### src/core/bus_seq_params.svh
// Purpose: constants for the separate-bus cycle sequencer
// Assumes: 100 MHz system clock
// Notes: definitions only
`ifndef BUS_SEQ_PARAMS_SVH
`define BUS_SEQ_PARAMS_SVH
`define ADDR_W 24
`define DATA_W 8
`define CS_W 4
`define LEN_W 4
`define LEN_MIN 4'h2
`define LEN_MAX 4'hF
`define LEN_ONE 4'h1
`define CNT_ZERO 4'h0
`endif

### src/core/bus_seq_pkg.sv
// Purpose: types shared by the sequencer files
// Assumes: included params header
// Notes: bus states of one cycle
package bus_seq_pkg;
   typedef enum logic [2:0] {
      ST_IDLE, ST_T1, ST_T2, ST_T3, ST_TW, ST_T4
   } bus_state_t;
endpackage

### src/core/state_timer_if.sv
// Purpose: link between sequencer and its state timer
// Assumes: one clock
// Notes: start reloads, last marks final cycle of a state
`timescale 1ns/10ps
interface state_timer_if;
   logic start;
   logic [3:0] len;
   logic last;
   logic half;
   modport ctrl (output start, output len, input last, input half);
   modport timer (input start, input len, output last, output half);
endinterface

### src/core/state_timer.sv
// Purpose: counts system clocks within one bus state
// Assumes: len already clamped to 2..15
// Notes: half marks the midpoint of the state
`timescale 1ns/10ps
`include "bus_seq_params.svh"
module state_timer (
   input wire logic clk_in,
   input wire logic resetn_in,
   state_timer_if.timer tif
);
   logic [`LEN_W-1:0] cnt_r;
   logic [`LEN_W-1:0] cnt_nxt;
   logic [`LEN_W-1:0] len_half;
   ////////////////////////////////////////////////////////////////////////
   // count up from zero; last when len-1 reached
   assign len_half = tif.len >> 1;
   assign cnt_nxt = tif.start ? `CNT_ZERO : cnt_r + `LEN_ONE;
   assign tif.last = (cnt_r == tif.len - `LEN_ONE);
   assign tif.half = (cnt_r >= len_half);
   always_ff @(posedge clk_in or negedge resetn_in) begin
      if (!resetn_in) begin
         cnt_r <= `CNT_ZERO;
      end else begin
         cnt_r <= cnt_nxt;
      end
   end
endmodule

### src/core/bus_seq.sv
// Purpose: runs read and write cycles on a strobe bus with
//          separate address and data buses
// Assumes: WAITN_IN comes from a pin; requests from same-clock logic
// Notes: rd, wr and request strobes are active low, latch strobe active high; all come from flip-flops
`timescale 1ns/10ps
`include "bus_seq_params.svh"
// Function
// - T3 holds bus; wait low extends
// - read data captured at T4 start
// - write takes four states plus waits
// - T1 drives address, select, data, strobe
// - latch strobe drops mid T1
// - T2 asserts read or write and request strobe
// - T4 releases write, holds buses
// - state length programmable 2 to 15
module bus_seq
   import bus_seq_pkg::*;
(
   input wire logic CLK_IN,
   input wire logic RESETN_IN,
   input wire logic REQ_IN,
   input wire logic WRITE_IN,
   input wire logic IO_IN,
   input wire logic [`ADDR_W-1:0] ADDR_IN,
   input wire logic [`DATA_W-1:0] WDATA_IN,
   input wire logic [`CS_W-1:0] CS_SEL_IN,
   input wire logic [`LEN_W-1:0] STATE_LEN_IN,
   input wire logic WAITN_IN,
   input wire logic [`DATA_W-1:0] DATA_IN,
   output logic READY_OUT,
   output logic DONE_OUT,
   output logic [`DATA_W-1:0] RDATA_OUT,
   output logic [`ADDR_W-1:0] ADDR_OUT,
   output logic [`DATA_W-1:0] DATA_OUT,
   output logic DATA_OE_OUT,
   output logic [`CS_W-1:0] CS_N_OUT,
   output logic ALE_OUT,
   output logic RD_N_OUT,
   output logic WR_N_OUT,
   output logic MEMORY_REQUEST_N_OUT,
   output logic IO_REQUEST_N_OUT
);
   bus_state_t state_r, state_nxt;
   logic wait_s1_r, wait_s2_r;
   logic write_r, io_r;
   logic [`LEN_W-1:0] len_r;
   logic [`LEN_W-1:0] len_clamp;
   logic [`ADDR_W-1:0] addr_r;
   logic [`DATA_W-1:0] wdata_r, rdata_r;
   logic [`CS_W-1:0] cs_n_r;
   logic ale_r, rd_n_r, wr_n_r, memory_request_n_n_r, io_request_n_n_r, oe_r, done_r;
   logic take, st_end, enter_t3, enter_t4, waiting;
   state_timer_if tif ();

   ////////////////////////////////////////////////////////////////////////
   // overview of one cycle, L clocks per state:
   //   T1  address, select and write data appear; latch strobe pulses
   //   T2  read or write strobe falls with one request strobe
   //   T3  nothing on the bus moves; wait pin is judged at its end
   //   TW  optional, repeated while the synchronised wait pin is low
   //   T4  read data taken on its opening edge, rd/wr strobes rise
   // select, request strobes and write data drive end with T4, so a
   // peripheral never sees its select drop before its data strobe.
   //
   // timing of the wait pin:
   //   the pin passes two flip-flops, so it must be low two or three
   //   clocks before T3 ends to be seen; a pin pulled low as the
   //   strobe falls in T2 is always caught for lengths of 2 or more.
   //   a wait state is a whole state long, not one clock, which keeps
   //   the state timer simple at the cost of some extra latency.
   //
   // request handling:
   //   a request is taken only while idle; one raised in mid cycle is
   //   ignored, with no flag to say so, and the requester must hold it
   //   until ready is seen high.  all request fields are captured on
   //   the take edge, so the requester may change them afterwards.
   //
   // reset:
   //   every strobe and select comes out of reset inactive, so the bus
   //   is quiet until the first take; the state timer free-runs while
   //   idle but is reloaded by the take before its count matters.

   ////////////////////////////////////////////////////////////////////////
   // state timer
   state_timer u_timer (
      .clk_in(CLK_IN),
      .resetn_in(RESETN_IN),
      .tif(tif)
   );

   ////////////////////////////////////////////////////////////////////////
   // wait pin passes two flip-flops before use
   always_ff @(posedge CLK_IN or negedge RESETN_IN) begin
      if (!RESETN_IN) begin
         wait_s1_r <= 1'b1;
         wait_s2_r <= 1'b1;
      end else begin
         wait_s1_r <= WAITN_IN;
         wait_s2_r <= wait_s1_r;
      end
   end

   ////////////////////////////////////////////////////////////////////////
   // decode; out-of-range lengths clamp so a state never collapses
   assign len_clamp = (STATE_LEN_IN < `LEN_MIN) ? `LEN_MIN
                    : STATE_LEN_IN;
   assign take = (state_r == ST_IDLE) && REQ_IN;
   assign st_end = (state_r != ST_IDLE) && tif.last;
   assign waiting = !wait_s2_r;
   // wait sampled near the end of T3 decides entry to wait states
   assign enter_t3 = (state_r == ST_T2) && st_end;
   assign enter_t4 = ((state_r == ST_T3) && st_end && !waiting)
                  || ((state_r == ST_TW) && st_end && !waiting);
   assign tif.start = take || st_end;
   assign tif.len = take ? len_clamp : len_r;
   assign READY_OUT = (state_r == ST_IDLE);

   ////////////////////////////////////////////////////////////////////////
   // state sequence: T1, T2, T3, optional waits, T4
   always_comb begin
      state_nxt = state_r;
      unique case (state_r)
         ST_IDLE: if (take) state_nxt = ST_T1;
         ST_T1: if (st_end) state_nxt = ST_T2;
         ST_T2: if (st_end) state_nxt = ST_T3;
         ST_T3: if (st_end) state_nxt = waiting ? ST_TW : ST_T4;
         ST_TW: if (st_end && !waiting) state_nxt = ST_T4;
         ST_T4: if (st_end) state_nxt = ST_IDLE;
         // two spare codes of the three-bit state fall back to idle
         default: state_nxt = ST_IDLE;
      endcase
   end

   always_ff @(posedge CLK_IN or negedge RESETN_IN) begin
      if (!RESETN_IN) begin
         state_r <= ST_IDLE;
      end else begin
         state_r <= state_nxt;
      end
   end

   ////////////////////////////////////////////////////////////////////////
   // request capture; held for whole cycle so buses stay stable
   always_ff @(posedge CLK_IN or negedge RESETN_IN) begin
      if (!RESETN_IN) begin
         write_r <= 1'b0;
         io_r <= 1'b0;
         len_r <= `LEN_MIN;
         addr_r <= '0;
         wdata_r <= '0;
      end else if (take) begin
         write_r <= WRITE_IN;
         io_r <= IO_IN;
         len_r <= len_clamp;
         addr_r <= ADDR_IN;
         wdata_r <= WDATA_IN;
      end
   end

   ////////////////////////////////////////////////////////////////////////
   // chip select, latch strobe and data drive
   always_ff @(posedge CLK_IN or negedge RESETN_IN) begin
      if (!RESETN_IN) begin
         cs_n_r <= '1;
         ale_r <= 1'b0;
         oe_r <= 1'b0;
      end else if (take) begin
         cs_n_r <= ~CS_SEL_IN;
         ale_r <= 1'b1;
         oe_r <= WRITE_IN;
      end else if (state_r == ST_T4 && st_end) begin
         cs_n_r <= '1;
         oe_r <= 1'b0;
      end else if (state_r == ST_T1 && tif.half) begin
         ale_r <= 1'b0;
      end
   end

   ////////////////////////////////////////////////////////////////////////
   // read, write and request strobes, all active low
   always_ff @(posedge CLK_IN or negedge RESETN_IN) begin
      if (!RESETN_IN) begin
         rd_n_r <= 1'b1;
         wr_n_r <= 1'b1;
         memory_request_n_n_r <= 1'b1;
         io_request_n_n_r <= 1'b1;
      end else if (state_r == ST_T1 && st_end) begin
         rd_n_r <= write_r;
         wr_n_r <= !write_r;
         memory_request_n_n_r <= io_r;
         io_request_n_n_r <= !io_r;
      end else if (enter_t4) begin
         rd_n_r <= 1'b1;
         wr_n_r <= 1'b1;
      end else if (state_r == ST_T4 && st_end) begin
         memory_request_n_n_r <= 1'b1;
         io_request_n_n_r <= 1'b1;
      end
   end

   ////////////////////////////////////////////////////////////////////////
   // read data captured on the edge that opens T4
   always_ff @(posedge CLK_IN or negedge RESETN_IN) begin
      if (!RESETN_IN) begin
         rdata_r <= '0;
         done_r <= 1'b0;
      end else begin
         if (enter_t4 && !write_r) begin
            rdata_r <= DATA_IN;
         end
         done_r <= (state_r == ST_T4) && st_end;
      end
   end

   assign ADDR_OUT = addr_r;
   assign DATA_OUT = wdata_r;
   assign DATA_OE_OUT = oe_r;
   assign CS_N_OUT = cs_n_r;
   assign ALE_OUT = ale_r;
   assign RD_N_OUT = rd_n_r;
   assign WR_N_OUT = wr_n_r;
   assign MEMORY_REQUEST_N_OUT = memory_request_n_n_r;
   assign IO_REQUEST_N_OUT = io_request_n_n_r;
   assign RDATA_OUT = rdata_r;
   assign DONE_OUT = done_r;
endmodule

### config.mk
export PLATFORM = sky130hd
export DESIGN_NAME = bus_seq
export DESIGN_NICKNAME = d
export VERILOG_FILES = /design/src/core/bus_seq_pkg.sv /design/src/core/state_timer_if.sv /design/src/core/state_timer.sv /design/src/core/bus_seq.sv
export VERILOG_INCLUDE_DIRS = /design/src /design/src/core
export SDC_FILE = /design/constraint.sdc
export NUM_CORES = 1
export LEC_CHECK = 0
export ABC_AREA = 1
export ABC_CLOCK_PERIOD_IN_PS = 2800
export BUFFER_PORTS_ARGS = -buffer_cell sky130_fd_sc_hd__buf_2
export CAP_MARGIN = 20
export CORE_MARGIN = 1
export CORE_UTILIZATION = 40
export DETAILED_ROUTE_END_ITERATION = 8
export PLACE_DENSITY_LB_ADDON = 0.3
export SLEW_MARGIN = 40
export SYNTH_ARGS = -nofsm -noshare
export SYNTH_HDL_FRONTEND = slang
export SYNTH_HIERARCHICAL = 1
export SYNTH_SLANG_ARGS = --single-unit
### constraint.sdc
create_clock -name CLK_IN -period 2.8 [get_ports CLK_IN]
set_input_delay 0.14 -clock CLK_IN [delete_from_list [all_inputs] [get_ports CLK_IN]]
set_output_delay 0.14 -clock CLK_IN [all_outputs]
set_load 0.01 [all_outputs]
==> results of run 1 <==
flip-flops by register name (all words and copies together) (netlist names), 3 cells and up:
register,flops
ADDR_OUT,24
DATA_OUT,8
RDATA_OUT,8
CS_N_OUT,4
len_r,4
u_timer/cnt_r,4
state_r,3
area by class of cell:
class	instances	area, µm²	area share, %
Sequential cell	66	1670	38.8
Clock inverter	6	88.8	2.07
Clock buffer	10	138	3.21
Tap cell	96	120	2.80
Multi-Input combinational cell	236	1150	26.9
Timing Repair Buffer	154	1020	23.8
Inverter	27	105	2.45
power by group:
group          switching, mW  total, mW  internal [mW]
Clock                  0.373      0.899          0.527
Sequential             0.240       1.64           1.40
Combinational           1.21       2.09          0.874
Total                   1.82       4.63           2.80
how the worst max path moves through the flow:
stage                     from      endpoint  slack [ps]
CTS                 state_r[1]  RDATA_OUT[5]          90
finish              state_r[0]  RDATA_OUT[7]         150
detailed placement  state_r[0]  RDATA_OUT[5]         120
global placement    state_r[1]  RDATA_OUT[7]         210
floorplan           state_r[1]    state_r[0]          30
global route        state_r[0]  RDATA_OUT[7]         -30
synth_stat cells, types with 2 or more instances:
library cell and number:
nand2_1 152, dfrtp_1 55, nor2_1 28, inv_1 22, nand3_1 17, dfstp_2 11, o21ai_0 8, a21oi_1 5
ha_1 5, buf_2 4, buf_6 4, inv_2 3, nand3b_1 3, clkbuf_1 2, clkinv_2 2, nand4_1 2
o211ai_1 2, o21ai_2 2, xnor2_1 2
timing repair:
item,4_1_cts,5_1_grt
hold endpoints to repair,61,1
endpoints found under the setup margin,0,19
hold buffers,32,1
gates resized for setup,0,24
setup buffers,0,4
layout by cell type (no fill, tap or decap), drive strengths merged:
| master | n |
|---|---|
| nand2 | 154 |
| buf | 120 |
| dfrtp | 55 |
| dlygate4sd3 | 33 |
| nor2 | 29 |
| inv | 27 |
| nand3 | 17 |
| dfstp | 11 |
| clkbuf | 11 |
| o21ai | 10 |
| a21oi | 6 |
| ha | 5 |
| nand3b | 3 |
| nand4 | 3 |
| clkinv | 2 |
| o211ai | 2 |
| clkinvlp | 2 |
| bufinv | 2 |
| xnor2 | 2 |
| o31ai | 1 |
| a31oi | 1 |
| xor2 | 1 |
| nor3 | 1 |
| a21boi | 1 |
logic make-up after synthesis:
kind of cell / after synthesis / synth area share [%]
buf+inv: 37 / 6.05
xor+xnor: 3 / 0.901
flops: 66 / 57.1
simple gates: 207 / 29.5
compound gates: 21 / 4.37
fa+ha+maj: 5 / 2.14
layer usage:
layer	up-vias	share of wire, %	global-route usage (%)	wire (µm)
met3	11	7.6	8.15	547
met5	-	0	0	0
met4	0	1.5	6.56	107
met1	1252	44	25.0	3150
met2	105	47	33.0	3420
li1	1365	-	-	-
tightest hold or removal path, delay by kind of cell:
family,cells,cell delay (ps)
buffers and inverters,1,80
AND/OR/NAND/NOR,2,100
==> summary.txt, run 1 <==
Placed design
  – Gpl congestion: 0.883
  – Number of I/O port buffers: around 110
  – Worst Setup Slack post-DPL: 115 ps
  – Placed cells: around 540
  – Post-detail-place hpwl: 4.67 mm
  – DP Area: 0.00359 mm²

Setup path
  – Instance count on the critical path: 18
  – Minimum setup slack among reg-to-reg paths: 150 ps
  – CP Buf/Inv Count: 4
  – Delay-heaviest family, CP: simple AND/OR/NAND/NOR gates
  – Crit path arrival time: 2930 ps
  – Crit path largest cell delay: 400 ps
  – FF-to-FF Start: state_r[0]
  – CP Data Required Time: 3080 ps
  – Critical Path Fanout Max: 8
  – FF-to-FF path depth: 18
  – Startpoint Class: register
  – Reg-to-reg critical path endpoint: RDATA_OUT[7]
  – Slowest CP cell: dfrtp_1
  – Crit. End Element: register
  – Critical path type: reg2reg
  – Crit-path cells: inv_2, nand2_4, nor2_4, nand2_8, buf_12, nand2_2, o21ai_2, inv_2, ha_4, xnor2_1, nor2_1, nand2_1, nor2_2, buf_6, nand4_1, o21ai_4, nand3_1, nand2_1

Timing
  – Minimum clock period: roughly 2700 ps
  – Worst Tran Pin Value: 711 ps
  – Max_slew headroom: 52.6%
  – Final Hold Fails: 0
  – Final Setup Violations: 0
  – Fmax: 377 MHz
  – Setup ws final: 150 ps
  – Worst Hold Slack: around 17 ps
  – Post-Route Setup TNS: 0 ps
  – Pins over their slew limit: 0
  – Fin crit share: a little over nine tenths
  – Final Skew: 6.13 ps

Layout
  – Fin nets: 553
  – Final instance area: 0.00429 mm²
  – Utilization after layout: 62.2%
  – Ratio of cells with drive above 1 in the final layout: 34.9%
  – Inserted Diodes: 0
  – Fillers: 610
  – Syn-to-layout area delta: 47.1%
  – Final Instance Count excl. Fillers: around 600

Outcome
  – Status: finished clean

Synth
  – Netlist Area Pre-Place: 0.00292 mm²
  – Synth warn: 6
  – Post-Syn Area per Cell: about 8.6 µm²
  – Synth unique cells: 29
  – Synth Register Bits: 66
  – Top post-synthesis cells by area: dfrtp_1 47%, nand2_1 20%, dfstp_2 9.9%
  – Post-synth top area share: 47.2%
  – Sequential-to-total area share from yosys stat: ~57%
  – Post-synth EDFFs: 0
  – Mapped Nets: 398
  – Ys flop type: dfrtp_1
  – Cells after Synth: 339
  – Yosys top cell by area: dfrtp_1
  – Post-synth ARST share: 100%

Die
  – Full die area: 0.00764 mm²
  – IO Count: 106
  – Core Region: 0.00691 mm²
  – # rows: 30
  – Die Ht: 87.4 µm
  – Die W: a little under 90 µm
  – Initial core utilization: 42.2%

Detailed routing
  – Final antenna-violating net count: 0
  – Via-per-instance ratio: 4.59
  – Iter 0 DRT Violations: around 110
  – DRT Pass-1 Iters: 4
  – DRC violations left: 0
  – Via count: 2733
  – DR WL/cell: 12.1 µm
  – Routed WL: just over 7 mm

Clock tree
  – CTS tree: done
  – Clk slew on worst S/H paths: 70 ps
  – Worst-Skew Late Latency: approximately 340 ps
  – H-tree depth: 3
  – Root Buffer: clkbuf_8
  – Inserted Clock Buffers: 9
  – CTS Sinks: 66
  – Clk buf depth: 2

GRT
  – Vias in the first global route: ~2700
  – Largest net degree at the start of global routing: 37
  – Gr usage total: 20.4%
  – Global-route wire length before repair: 11.9 mm
  – Initial antenna violation count: 0
  – Global route total overflow: 0

Power
  – Static leakage: 2.35 nW
  – Final Power: 4.63 mW
  – Power Density: 1080 mW/mm²
  – VDD IR max: 0.516 mV

Worst hold path
  – Hold path startpoint: ADDR_IN[14]
  – Endpoint, Worst Hold: ADDR_OUT[14]
  – Worst hold path class: in2reg
  – Hold depth: 3

Flow run
  – Max-cap violations: 0
Note: power is estimated with default switching activity, not from simulation.
==> inputs of run 2 (changes only) <==
- CORE_MARGIN: 1 -> not set
- CORE_UTILIZATION: 40 -> 35
==> run 2 against run 1 <==
  * Clock power is 21% lower
  * Via count is 0.62% lower
  * Final cell count is 0.50% higher
  * First-iteration DRC count is 23% lower
  * Combinational power is 3% lower
  * Utilization is 9.5 points lower
  * Die area is 14% higher
  * Total power is 5.7% lower
  * Critical path depth is 2 lower
  * Non-clock buffer count is 4 lower
  * Final area is 3.2% lower
  * Critical path type unchanged
  * Critical endpoint is now RDATA_OUT[1]
==> summary.txt, run 2 (synthesized netlist as in run 1, its figures left out) <==
Die
  – Full die area: 0.00871 mm²
  – Initial core utilization: between 30% and 40%
  – IO Count: 106
  – # rows: 32
  – Die W: approximately 93 µm
  – Die Ht: 93.3 µm
  – Core Region: 0.00789 mm²

Clock tree
  – Root Buffer: clkbuf_8
  – Inserted Clock Buffers: 9
  – CTS tree: done
  – Worst-Skew Late Latency: 340 ps
  – H-tree depth: 3
  – CTS Sinks: 66
  – Clk slew on worst S/H paths: 70 ps
  – Clk buf depth: 2

Detailed routing
  – DRC violations left: 0
  – Met1 wire length: 3.24 mm
  – DR WL/cell: 12.3 µm
  – Routed WL: 7.34 mm
  – Iter 0 DRT Violations: between 80 and 90
  – Final antenna-violating net count: 0
  – Via-per-instance ratio: 4.54
  – DRT Pass-1 Iters: 4
  – Wire length on met3: 537 µm
  – DR top layer: met4
  – Via count: 2716
  – Met2 WL post-DR: 3.44 mm

Power
  – VDD IR max: 0.449 mV
  – Static leakage: 2.30 nW
  – Power Density: 1050 mW/mm²

Timing
  – Fin crit share: 92.8%
  – Max_slew headroom: 64.6%
  – RSZ-0062 raised after global routing: false
  – Pins over their slew limit: 0
  – Worst Hold Slack: ~20 ps
  – Minimum clock period: about 2600 ps
  – Final Hold Fails: 0
  – Fmax: ~380 MHz
  – Worst Tran Pin Value: 531 ps
  – Final Skew: roughly 8.1 ps
  – Final Setup Violations: 0

Layout
  – Multi-input logic area: around 0.0011 mm²
  – Max reg flops: 24
  – Final Instance Count excl. Fillers: 598
  – Syn-to-layout area delta: 42.5%
  – Register area: about 0.0017 mm²
  – Commonest non-fill, non-tap cell in the layout: nand2_1
  – Fillers: 735
  – Commonest non-fill, non-tap cells in the layout: 151 x nand2_1, 104 x buf_2, 55 x dfrtp_1
  – Ratio of cells with drive above 1 in the final layout: 32.1%
  – Fin nets: 550
  – Final instance area: 0.00416 mm²
  – Inserted Diodes: 0

Setup path
  – Crit. End Element: register
  – Critical Path Fanout Max: 8
  – Startpoint Class: register
  – Critical path type: reg2reg
  – Crit path arrival time: 2870 ps
  – CP Data Required Time: 3070 ps

Placed design
  – Gpl congestion: 0.851
  – Number of I/O port buffers: 105
  – Post-detail-place hpwl: 4.95 mm
  – Placed cells: 546
  – DP Area: between 0.003 and 0.004 mm²

GRT
  – Vias in the first global route: 2726
  – Largest net degree at the start of global routing: ~40
  – Global route total overflow: 0
  – Gr usage total: 17.9%
  – Initial antenna violation count: 0
  – Global-route wire length before repair: about 12 mm

Flow run
  – Max-cap violations: 0

Worst hold path
  – Worst hold path class: in2reg

Outcome
  – Status: finished clean
==> run 2: changes by cell type in the layout (fill, tap and decap cells not counted), sizes merged <==
cell,before,now
buf,120,118
bufinv,2,0
clkbuf,11,14
clkinvlp,2,1
dlygate4sd3,33,32
inv,27,26
nand2,154,155
==> run 2: repair_timing <==
item	in CTS	in global routing
endpoints found under the hold margin	67	0
endpoints found under the setup margin	7	24
gates resized for setup	1	12
cloned	0	1
pin swaps	0	4
setup buffers	0	3
hold buffers	32	0
==> run 2: power breakdown <==
group / switching [mW] / total (mW) / internal [mW] / leakage [nW]
combinational: 1.19 / 2.02 / 0.824 / 1.40
sequential: 0.237 / 1.64 / 1.40 / 0.814
clock: 0.339 / 0.708 / 0.369 / 0.0867
==> run 2: area by class of cell <==
| class | count | share of cell area, % |
|---|---|---|
| Sequential cell | 66 | 40.1 |
| Timing Repair Buffer | 150 | 23.1 |
| Multi-Input combinational cell | 237 | 27.0 |
| Clock buffer | 14 | 3.91 |
| Inverter | 27 | 2.59 |
| Clock inverter | 2 | 0.301 |
| Tap cell | 102 | 3.07 |
==> run 2: through the flow <==
stage	utilization (%)	setup WS, ps	setup TNS [ps]	total power [mW]
after floorplan	-	27.1	0	2.84
after global placement	45.3	52.5	0	3.48
after detailed placement	45.3	-7.80	-24.1	3.53
after CTS	51.7	14.5	0	4.30
after global routing	52.7	17.1	0	4.74
final	52.7	201	0	4.37
==> run 2: critical path, stage by stage (launching register included) <==
cell and delay (ps):
dfrtp_1 390, inv_2 80, nand2_2 70, nor2_4 190, nand2_8 100, o21ai_4 160
inv_1 90, ha_1 310, xnor2_1 130, nor2_1 80, nand2_1 60, nor2_2 110
buf_4 140, nand4_1 150, o21ai_4 290, nand3_1 100, nand2_1 90
==> run 2: final timing paths <==
kind	cells past startpoint	slack (ps)	to	startpoint
max in group asynchronous	3	1800	WR_N_OUT	RESETN_IN
hold reg to reg	0	360	wait_s2_r	wait_s1_r
min in group asynchronous	2	330	RDATA_OUT[0]	RESETN_IN
setup reg to reg	16	200	RDATA_OUT[1]	state_r[0]
setup / recovery	16	200	RDATA_OUT[1]	state_r[0]
hold / removal	3	20	ADDR_OUT[19]	ADDR_IN[19]
==> run 2: layer usage <==
metal,GRT usage (%),vias up
met5,0,-
met4,7.56,0
met3,5.93,11
met2,29.4,99
met1,21.6,1257
li1,-,1349
==> inputs of run 3 (changes only) <==
- CORE_UTILIZATION: 35 -> 44
- HOLD_SLACK_MARGIN: not set -> 0.12
- PLACE_DENSITY: not set -> 0.76
- PLACE_DENSITY_LB_ADDON: 0.3 -> not set
==> run 3 against run 2 <==
  * Sequential power is essentially flat
  * Wire length is 2.6% higher
  * Combinational power barely moved
  * First-iteration DRC count is 64% higher
  * Clock power increased by 17%
  * Die area is 20% lower
  * Sequential share of layout area is 1.6 points lower
  * Critical path depth up 3
  * Clock skew rose by 2.7 ps
  * Total power grew 3.4%
  * Critical path type unchanged
  * Critical endpoint is now RDATA_OUT[2]
==> summary.txt, run 3 (synthesized netlist as in run 1, its figures left out) <==
Layout
  – Fillers: ~480
  – Fin nets: 568
  – Commonest non-fill, non-tap cell in the layout: nand2_1
  – Final Instance Count excl. Fillers: 591
  – Max reg flops: 24
  – Syn-to-layout area delta: 48.3%
  – Inserted Diodes: 0
  – Final instance area: 0.00433 mm²
  – Commonest non-fill, non-tap cells in the layout: 151 x nand2_1, 105 x buf_2, 55 x dfrtp_1
  – Ratio of cells with drive above 1 in the final layout: 31.5%

Timing
  – Minimum clock period: 2580 ps
  – Setup ws final: 220 ps
  – RSZ-0062 raised after global routing: false
  – Pins over their slew limit: 0
  – Fmax: 388 MHz
  – Fin crit share: 92.2%
  – Post-Route Setup TNS: 0 ps
  – Worst Tran Pin Value: a little under 600 ps
  – Max_slew headroom: 60.9%
  – Final Hold Fails: 0
  – Final Skew: about 11 ps
  – Final Setup Violations: 0

Setup path
  – Critical path type: reg2reg
  – Cell mode on critical path: nand2_1
  – Critical Path Fanout Max: 11
  – Crit-path cells: inv_2, nand2_2, nor2_4, nand2_8, buf_4, clkinv_2, nand2_1, nand2_1, inv_1, nand3_1, nand3_1, nand2_1, inv_1, nor2_4, inv_1, a21oi_2, nand4_4, nand2_1, nand2_1
  – Crit. End Element: register
  – Slowest CP cell: dfrtp_1
  – FF-to-FF path depth: 19
  – Crit path largest cell delay: 390 ps
  – CP Data Required Time: just over 3000 ps
  – Startpoint Class: register
  – Crit path arrival time: 2810 ps

Die
  – Full die area: 0.00696 mm²
  – IO Count: 106
  – Die W: between 80 and 90 µm
  – Die Ht: about 83 µm
  – Initial core utilization: 45.7%
  – # rows: 29
  – Core Region: 0.00639 mm²

Placed design
  – Placed cells: 521
  – DP Area: 0.00354 mm²
  – Worst Setup Slack post-DPL: 65.8 ps
  – Number of I/O port buffers: between 100 and 150
  – Post-detail-place hpwl: 4.54 mm
  – Gpl congestion: 0.886

Detailed routing
  – Via-per-instance ratio: 4.79
  – DRT Pass-1 Iters: 4
  – Via count: 2831
  – DRC violations left: 0
  – Routed WL: 7.53 mm
  – DR WL/cell: about 13 µm
  – Iter 0 DRT Violations: around 140
  – Final antenna-violating net count: 0

Clock tree
  – H-tree depth: 3
  – Clk slew on worst S/H paths: ~70 ps
  – Clk buf depth: 2
  – Worst-Skew Late Latency: 340 ps
  – Root Buffer: clkbuf_8
  – Inserted Clock Buffers: 9
  – CTS tree: done
  – CTS Sinks: 66

GRT
  – Global route total overflow: 0
  – Largest net degree at the start of global routing: 67
  – Initial antenna violation count: 0
  – Global-route wire length before repair: around 13 mm
  – Gr usage total: around 23%
  – Vias in the first global route: 2881

Flow run
  – Max-cap violations: 0

Power
  – VDD IR max: 0.616 mV
  – Final Power: 4.51 mW
  – Power Density: 1040 mW/mm²
  – Static leakage: 2.39 nW

Worst hold path
  – Worst hold path class: in2reg
  – Hold depth: 3

Outcome
  – Status: finished clean
==> run 3: report_power, final <==
part | total (mW) | internal, mW | switching [mW]
combinational | 2.05 | 0.838 | 1.21
sequential | 1.64 | 1.40 | 0.239
clock | 0.826 | 0.460 | 0.366
total | 4.51 | 2.70 | 1.81
==> run 3: metal layers <==
layer	track usage, %	vias to the layer above	wire [µm]
met5	0	-	0
met1	29.7	1306	3270
met4	9.55	0	122
li1	-	1394	-
met3	6.86	12	636
met2	37.2	119	3510
==> run 3: final timing paths <==
| check | start | to | slack [ps] |
|---|---|---|---|
| max in group asynchronous | RESETN_IN | RDATA_OUT[1] | 1950 |
| worst min-delay path | STATE_LEN_IN[2] | len_r[2] | 140 |
| worst max-delay path | state_r[0] | RDATA_OUT[2] | 220 |
| worst min register to register | wait_s1_r | wait_s2_r | 370 |
| worst max register to register | state_r[0] | RDATA_OUT[2] | 220 |
| min in group asynchronous | RESETN_IN | DATA_OUT[1] | 420 |
==> run 3: metrics by stage <==
step           hold WS (ps)  utilization [%]
2_1_floorplan          -156                -
3_3_place_gp            254             55.5
3_5_place_dp            251             55.5
4_1_cts                 130             66.3
5_1_grt                 140             67.8
6_report                142             67.8
==> run 3: what timing repair did <==
| item | CTS | global route |
|---|---|---|
| hold buffers | 49 | 1 |
| buffers inserted | 0 | 4 |
| resized for setup | 0 | 11 |
| hold endpoints to repair | 104 | 1 |
| setup endpoints to repair | 0 | 25 |
==> run 3: area by class of cell <==
class	count	area, µm²	share of cell area (%)
tap	77	96.3	2.23
sequential	66	1670	38.5
inverter	27	104	2.40
timing repair buffer	169	1130	26.2
multi-input combinational	236	1120	26.0
clock buffer	12	155	3.58
clock inverter	4	48.8	1.13
==> run 3: worst max-delay path, delay by kind of cell (launching register included) <==
family	cells	cell delay [ps]
flops	1	390
simple gates	12	1220
compound gates	1	180
buf+inv	6	660
